**src/rdc_regs.vh**
```
`ifndef RDC_REGS_VH
`define RDC_REGS_VH

// Mode field encodings
`define RDC_MODE_TIMER      2'h0
`define RDC_MODE_EVENT      2'h1
`define RDC_MODE_MEASURE    2'h2
// Timer-mode count source select
`define RDC_SRC_F1          2'h0
`define RDC_SRC_F8          2'h1
`define RDC_SRC_F2N         2'h2
`define RDC_SRC_FC32        2'h3
// Event source select
`define RDC_EVT_PIN         2'h0
`define RDC_EVT_NEIGHBOUR   2'h1
`define RDC_EVT_PHASE       2'h2
// Pin edge select
`define RDC_EDGE_FALL       2'h0
`define RDC_EDGE_RISE       2'h1
`define RDC_EDGE_BOTH       2'h2
// Prescaler division ratios
`define RDC_F8_DIV          8
`define RDC_F2N_DIV         16
`define RDC_FC32_DIV        32
// Counter reset value and instance count
`define RDC_CNT_RESET       16'h0000
`define RDC_NUM_INST        6

`endif

```
**src/rdc_counter.v**
```verilog
`default_nettype none
`include "rdc_regs.vh"

module rdc_counter #(
    parameter WIDTH = 16
) (
    // Clock and reset
    input  wire             ref_clk_i,
    input  wire             srst_i,
    // Control
    input  wire             run_i,
    input  wire [1:0]       mode_i,
    input  wire             tick_i,
    // Register write
    input  wire             wr_i,
    input  wire [WIDTH-1:0] wdata_i,
    // Status
    output reg  [WIDTH-1:0] count_o,
    output reg  [WIDTH-1:0] reload_o,
    output reg              udf_o
);

    reg  started;
    wire counting = run_i && (mode_i != `RDC_MODE_MEASURE);
    wire active   = counting && tick_i;

    always @(posedge ref_clk_i) begin
        if (srst_i) begin
            count_o  <= `RDC_CNT_RESET;
            reload_o <= `RDC_CNT_RESET;
            udf_o    <= 1'b0;
            started  <= 1'b0;
        end else begin
            udf_o <= 1'b0;
            if (!run_i)
                started <= 1'b0;
            else if (active)
                started <= 1'b1;
            if (wr_i)
                reload_o <= wdata_i;
            if (active) begin
                if (count_o == {WIDTH{1'b0}}) begin
                    count_o <= wr_i ? wdata_i : reload_o;
                    udf_o   <= 1'b1;
                end else begin
                    count_o <= count_o - 1'b1;
                end
            end else if (wr_i && (!run_i || !started)) begin
                count_o <= wdata_i;
            end
        end
    end

endmodule // rdc_counter
`default_nettype wire

```
**src/rdc_timer.v**
```verilog
// Function
// - Six identical counters, instances zero to five
// - Timer mode picks one of four sources
// - Decrement per event, reload on underflow
// - Underflow rate equals source over n+1
// - Run bit set starts counting in timer and event modes
// - Run bit cleared stops counting
// - Interrupt request on every underflow
// - Timer mode leaves input pin unused
// - Event mode pin is port or source
// - Counter read returns live count
// - Stopped or unstarted write loads both
// - Running write updates reload only
// - Pin edge falling, rising or both
// - Neighbour underflow source, with wraparound
// - Phase clock source for 1,2,4,5
// - Two-bit mode field per instance
// - All counters cleared to zero after reset; run flags not reset
`default_nettype none
`include "rdc_regs.vh"

module rdc_timer #(
    parameter WIDTH    = 16,
    parameter N_INST   = `RDC_NUM_INST,
    parameter F8_DIV   = `RDC_F8_DIV,
    parameter F2N_DIV  = `RDC_F2N_DIV,
    parameter FC32_DIV = `RDC_FC32_DIV
) (
    // Clock and reset
    input  wire                    ref_clk_i,
    input  wire                    srst_i,
    // Run flags, one per instance
    input  wire [N_INST-1:0]       run_flags_i,
    // Per-instance mode, source, event select and edge (2 bits each)
    input  wire [2*N_INST-1:0]     mode_i,
    input  wire [2*N_INST-1:0]     clk_sel_i,
    input  wire [2*N_INST-1:0]     evt_sel_i,
    input  wire [2*N_INST-1:0]     edge_sel_i,
    // Event pins and phase-shift clocks
    input  wire [N_INST-1:0]       event_input_pin_i,
    input  wire [N_INST-1:0]       phase_clk_i,
    // Counter register write
    input  wire [N_INST-1:0]       wr_i,
    input  wire [WIDTH-1:0]        wdata_i,
    // Status
    output wire [WIDTH*N_INST-1:0] count_o,
    output wire [WIDTH*N_INST-1:0] reload_o,
    output wire [N_INST-1:0]       irq_o,
    output wire [N_INST-1:0]       running_o
);

    ////////////////////////////////////////////////////////////////////////
    // Prescaler: one-cycle enables for the divided sources
    localparam PW    = 8;
    localparam N_DIV = 3;

    localparam [PW-1:0] F8_LAST   = F8_DIV[PW-1:0] - {{(PW-1){1'b0}}, 1'b1};
    localparam [PW-1:0] F2N_LAST  = F2N_DIV[PW-1:0] - {{(PW-1){1'b0}}, 1'b1};
    localparam [PW-1:0] FC32_LAST = FC32_DIV[PW-1:0] - {{(PW-1){1'b0}}, 1'b1};

    wire [N_DIV*PW-1:0] div_last = {FC32_LAST, F2N_LAST, F8_LAST};
    wire [N_DIV-1:0]    div_tick;
    wire                f8_tick   = div_tick[0];
    wire                f2n_tick  = div_tick[1];
    wire                fc32_tick = div_tick[2];

    // Each divider wraps on its own last count, so any ratio up to 256 works
    genvar d;
    generate
        for (d = 0; d < N_DIV; d = d + 1) begin : g_div
            reg [PW-1:0] cnt;

            assign div_tick[d] = (cnt == div_last[PW*d +: PW]);

            always @(posedge ref_clk_i) begin
                if (srst_i || div_tick[d]) begin
                    cnt <= {PW{1'b0}};
                end else begin
                    cnt <= cnt + {{(PW-1){1'b0}}, 1'b1};
                end
            end
        end
    endgenerate

    ////////////////////////////////////////////////////////////////////////
    // Pin and phase-clock edge history
    reg [N_INST-1:0] pin_q;
    reg [N_INST-1:0] ph_q;

    // History follows the pins through reset, so no false edge comes after it
    always @(posedge ref_clk_i) begin
        pin_q <= event_input_pin_i;
        ph_q  <= phase_clk_i;
    end

    wire [N_INST-1:0] udf;
    assign irq_o     = udf;
    assign running_o = run_flags_i;

    ////////////////////////////////////////////////////////////////////////
    // Instances
    genvar i;
    generate
        for (i = 0; i < N_INST; i = i + 1) begin : g_inst
            // Neighbour wraps within each group of three
            localparam NB = (i % 3 == 0) ? i + 2 : i - 1;
            localparam HAS_PH = (i % 3 != 0);
            wire [1:0] mode = mode_i[2*i+1:2*i];
            wire [1:0] csel = clk_sel_i[2*i+1:2*i];
            wire [1:0] esel = evt_sel_i[2*i+1:2*i];
            wire [1:0] edg  = edge_sel_i[2*i+1:2*i];
            wire rise = event_input_pin_i[i] & ~pin_q[i];
            wire fall = ~event_input_pin_i[i] & pin_q[i];
            reg  pin_ev;
            reg  tmr_ev;
            reg  evt_ev;
            reg  tick;

            // Counted edge of the event pin
            always @* begin
                case (edg)
                    `RDC_EDGE_FALL: pin_ev = fall;
                    `RDC_EDGE_RISE: pin_ev = rise;
                    `RDC_EDGE_BOTH: pin_ev = rise | fall;
                    default:        pin_ev = 1'b0;
                endcase
            end

            // Internal source for timer mode
            always @* begin
                case (csel)
                    `RDC_SRC_F1:   tmr_ev = 1'b1;
                    `RDC_SRC_F8:   tmr_ev = f8_tick;
                    `RDC_SRC_F2N:  tmr_ev = f2n_tick;
                    `RDC_SRC_FC32: tmr_ev = fc32_tick;
                    default:       tmr_ev = 1'b0;
                endcase
            end

            // Source for event counter mode
            always @* begin
                case (esel)
                    `RDC_EVT_PIN:       evt_ev = pin_ev;
                    `RDC_EVT_NEIGHBOUR: evt_ev = udf[NB];
                    `RDC_EVT_PHASE:     evt_ev = HAS_PH ? (phase_clk_i[i] & ~ph_q[i]) : 1'b0;
                    default:            evt_ev = 1'b0;
                endcase
            end

            // Timer mode never looks at the pin
            always @* begin
                case (mode)
                    `RDC_MODE_TIMER: tick = tmr_ev;
                    `RDC_MODE_EVENT: tick = evt_ev;
                    default:         tick = 1'b0;
                endcase
            end

            rdc_counter #(
                .WIDTH (WIDTH)
            ) u_cnt (
                .ref_clk_i (ref_clk_i),
                .srst_i    (srst_i),
                .run_i     (run_flags_i[i]),
                .mode_i    (mode),
                .tick_i    (tick),
                .wr_i      (wr_i[i]),
                .wdata_i   (wdata_i),
                .count_o   (count_o[WIDTH*i+WIDTH-1:WIDTH*i]),
                .reload_o  (reload_o[WIDTH*i+WIDTH-1:WIDTH*i]),
                .udf_o     (udf[i])
            );
        end
    endgenerate

endmodule // rdc_timer
`default_nettype wire

```
**config.mk**
```make
export PLATFORM = sky130hd
export DESIGN_NAME = rdc_timer
export DESIGN_NICKNAME = d
export VERILOG_FILES = /design/src/rdc_counter.v /design/src/rdc_timer.v
export VERILOG_INCLUDE_DIRS = /design/src
export SDC_FILE = /design/constraint.sdc
export NUM_CORES = 1
export LEC_CHECK = 0
export BUFFER_PORTS_ARGS = -buffer_cell sky130_fd_sc_hd__clkbuf_2
export CAP_MARGIN = 25
export CORE_AREA = 3 3 159 200
export DETAILED_ROUTE_END_ITERATION = 8
export DIE_AREA = 0 0 162 203
export PLACE_DENSITY = 0.72
export SYNTH_ARGS = -nofsm -noshare
export SYNTH_HDL_FRONTEND = slang
export SYNTH_SLANG_ARGS = --single-unit
export TNS_END_PERCENT = 100
```
**constraint.sdc**
```tcl
create_clock -name ref_clk_i -period 6.07 [get_ports ref_clk_i]
set_input_delay 0.3035 -clock ref_clk_i [delete_from_list [all_inputs] [get_ports ref_clk_i]]
set_output_delay 0.3035 -clock ref_clk_i [all_outputs]
set_load 0.005 [all_outputs]
```
==> results.md <==
- After synthesis, the mean cell area works out to 8.73 µm².
- 294 I/O pins were placed.
- The capturing element type of the critical path is a flop.
- The fraction of the cycle the final worst path needs is 49.7%.
- The worst setup path is of the reg2reg kind.
- The number of rows in the core area is 71.
- The total of warnings raised by yosys is 0.
- The placed instances occupy a cell area of 0.0150 mm².
- The die covers 0.0329 mm².
- Relative to the synthesized area, the layout overhead comes to 20.1%.
- The all-layer global routing usage is 26.5%.
- The number of cells in the finished layout apart from fillers is 2195.
- The leakage dissipation is 7.22 nW.
- Subtracting the final worst setup slack from the clock period gives 3020 ps.
- The horizontal extent of the die is 162 µm.
- The fmax is 331 MHz.
- 0 antenna diodes ended up in the layout.
- The proportion of synthesized flip-flops having asynchronous set or reset is 0%.
- The first global-routing pass estimated 70000 µm of wire.
- Max-cap violations in this run came to 0.
- The worst hold path begins at run_flags_i[1].
- In this run the remaining antenna-violating nets after routing total 0.
- The finished cells cover 0.0162 mm².
- The summed instance area of the synthesized netlist is 0.0135 mm².
- The dominant synthesized flop cell is dfxtp_1.
- The timing startpoint of the critical path is g_div[2].cnt[0].
- For this block, the initial DRC count from the detailed router was 724.
- In this run the critical register-to-register path is launched from g_div[2].cnt[0].
- After detailed routing, the number of remaining DRC violations is 0.
- The most frequently used cell type in the post-synthesis netlist is dfxtp_1.
- The final count of pins violating max slew came to 0.
- Setup repair after global routing left no endpoint under its margin.
- For the final database, setup skew stands at 12.0 ps.
- The count of vias placed by the detailed router is 12800.
- Entering global routing, the biggest net connects 119 pins.
- Before antenna repair, the detailed router went through 5 iterations.
- For hold timing, the worst endpoint is g_inst[1].u_cnt.started.
- In the routed layout, each cell is associated on average with a via count of 5.83.
- The clock network latency to the later pin of the worst-skew pair is 560 ps.
- Ranked by total cell area, the synthesized netlist is headed by dfxtp_1 35%, mux2i_1 12%, nor2_1 5.2%.
- The overall power consumption is 4.58 mW.
- The flow ran to the end, and the final reports show no timing, DRC or antenna violations.
- Counting distinct cell types in the post-synthesis netlist gives 70.
- The detailed-route wire length per cell is 20.7 µm.
- The clock sink count is 238.
- The number of gates given a new drive strength after cts is 0.
- Dividing total power by cell area gives a power density of 283 mW/mm².
- The worst setup path is launched from a flop.
- The starting density of the core is 44.8%.
- The post-route core utilization is 53.8%.
- The highest ir drop seen on vdd is 0.000189 V.
- The clock tree from TritonCTS is done.
- Post-CTS timing repair inserted 0 buffers for setup.
- The number of hold-slack violations in the final timing report is 0.
- The clock passes through at most 3 buffers.
- The capture instance of the worst register-to-register path is g_inst[3].u_cnt.count_o[15].
- The synthesized net count is 1659.
- The total number of nets in the final design is 1891.
- The core region is 0.0300 mm².
- The number of H-tree levels is 1.
- The setup-violating endpoint count in the final report is 0.
- The gate count of the mapped netlist is 1542.
- The total grt overflow is 0.
- The number of port buffers is 291.
- Detailed placement ended at an HPWL of 31400 µm.
- The post-cts hold buffer count is 12.
- The layout cell share with drive strength beyond 1 is 24.4%.
- The required time at the endpoint of the critical path is 6500 ps.
- For this block, the routed nets add up to 45400 µm of wire.
- The final-layout setup total negative slack is 0 ps.
- By count the netlist is led by 238 x dfxtp_1, 188 x nor2_1, 166 x mux2i_1.
- For the pin with the worst max-slew slack, the measured transition is 1080 ps.
- The min-delay analysis places its worst path in the category in2reg.
- The number of global-route vias before repair is 12400.
- The number of enable-type register cells in the synthesized netlist is 0.
- In this run, placement finished with an instance count of 2131.
- The cell at the root of the clock tree is clkbuf_16.
- Measured against its own limit, the worst slew margin works out to 27.0%.
- The initial antenna violation count is 0.
- The top cell type by area accounts for 35.4% of the synthesized area.
- The synthesized design contains 238 register bits.
- The data arrival time at the worst-slack endpoint is 3440 ps.
- After synthesis, flip-flops and latches occupy 35.4% of the total area.
- The instance count along the most critical hold path is 2.
- The cell count of the worst reg-to-reg path is 7.
- Clock-pin slew was measured on the worst setup and hold paths at 60 ps.
- The routability-driven placement congestion ratio is 0.896.
- Of all nets on the critical path, the largest fanout is 10.
- The height of the die is 203 µm.
- The leading area contributor after synthesis is dfxtp_1.
- The number of buffers inserted during clock tree synthesis is 28.
- The internal reg-to-reg setup slack is 3050 ps.
==> how the worst max path moves through the flow <==
stage | to | slack, ps | depth (start not counted)
finish | g_inst[3].u_cnt.count_o[15] | 3050 | 7
global route | g_inst[3].u_cnt.count_o[15] | 2730 | 7
CTS | g_inst[0].u_cnt.count_o[13] | 2800 | 6
detailed placement | g_inst[0].u_cnt.count_o[13] | 2820 | 6
global placement | g_inst[3].u_cnt.count_o[3] | 2870 | 6
floorplan | g_inst[4].u_cnt.count_o[10] | 3500 | 7
==> flip-flops by register name, summed over array words and instances (netlist names) <==
name	cells
pin_q	6
g_inst.u_cnt.started	6
g_div.cnt	24
g_inst.u_cnt.count_o	96
ph_q	4
g_inst.u_cnt.reload_o	96
g_inst.u_cnt.udf_o	6
==> per-stage QoR <==
stage               hold WS (ps)  setup slack [ps]
finish                      31.3              3050
global route                33.0              2730
CTS                         15.6              2800
detailed placement           425              2820
global placement             423              2870
floorplan                    331              3500
==> critical path, cell delays in order, from the launching register on <==
cell and delay [ps]:
dfxtp_1 360, ha_1 230, nor4b_1 420, and2_1 550, o2111ai_1 370, nor2_1 650
buf_6 230, a211oi_1 80
==> per-layer routing <==
layer,part of all wire [%],GRT usage [%],vias to the layer above
met5,0,0,-
met4,4.1,10.7,0
met3,7.7,5.43,113
met2,47,44.5,495
met1,41,33.1,6136
li1,-,-,6054
==> logic make-up after synthesis <==
family	share of synthesized area [%]
AO/OA/AOI/OAI	14.7
XOR/XNOR	4.95
adder cells (fa/ha/maj)	2.51
buffers and inverters	5.24
flip-flops	35.4
multiplexers	16.8
AND/OR/NAND/NOR	20.4
==> power by group <==
part           total [mW]  internal (mW)  leakage [nW]  switching, mW
sequential           1.80           1.67          1.96          0.130
combinational        1.00          0.433          4.77          0.569
clock                1.78           1.08         0.485          0.702
total                4.58           3.18          7.22           1.40
==> cell type report <==
class                      instances  area, µm²
tap                              401        502
timing repair buffer             322       1760
inverter                          38        143
clock inverter                    12        141
fill                            2840      13900
clock buffer                      38        830
sequential                       238       4760
multi-input combinational       1146       8010
==> cell usage in the layout (no fill, tap or decap), drive strengths merged, types with 7 or more instances in the layout <==
cell type	n
clkbuf	328
xor2	31
nand2b	17
nor3	35
or3	10
nand4	10
nand3b	9
dlygate4sd3	12
nand2	98
buf	20
or4	21
nor2	188
clkinv	7
nor4	35
a311oi	7
inv	39
and3	13
o211a	8
o31ai	11
mux2i	166
dfxtp	238
o211ai	14
xnor2	45
nor3b	11
a211oi	42
a31oi	12
mux2	53
ha	27
o21ai	50
a221oi	36
nor2b	35
nand3	42
a21oi	47
Note: power is estimated with default switching activity, not from simulation.
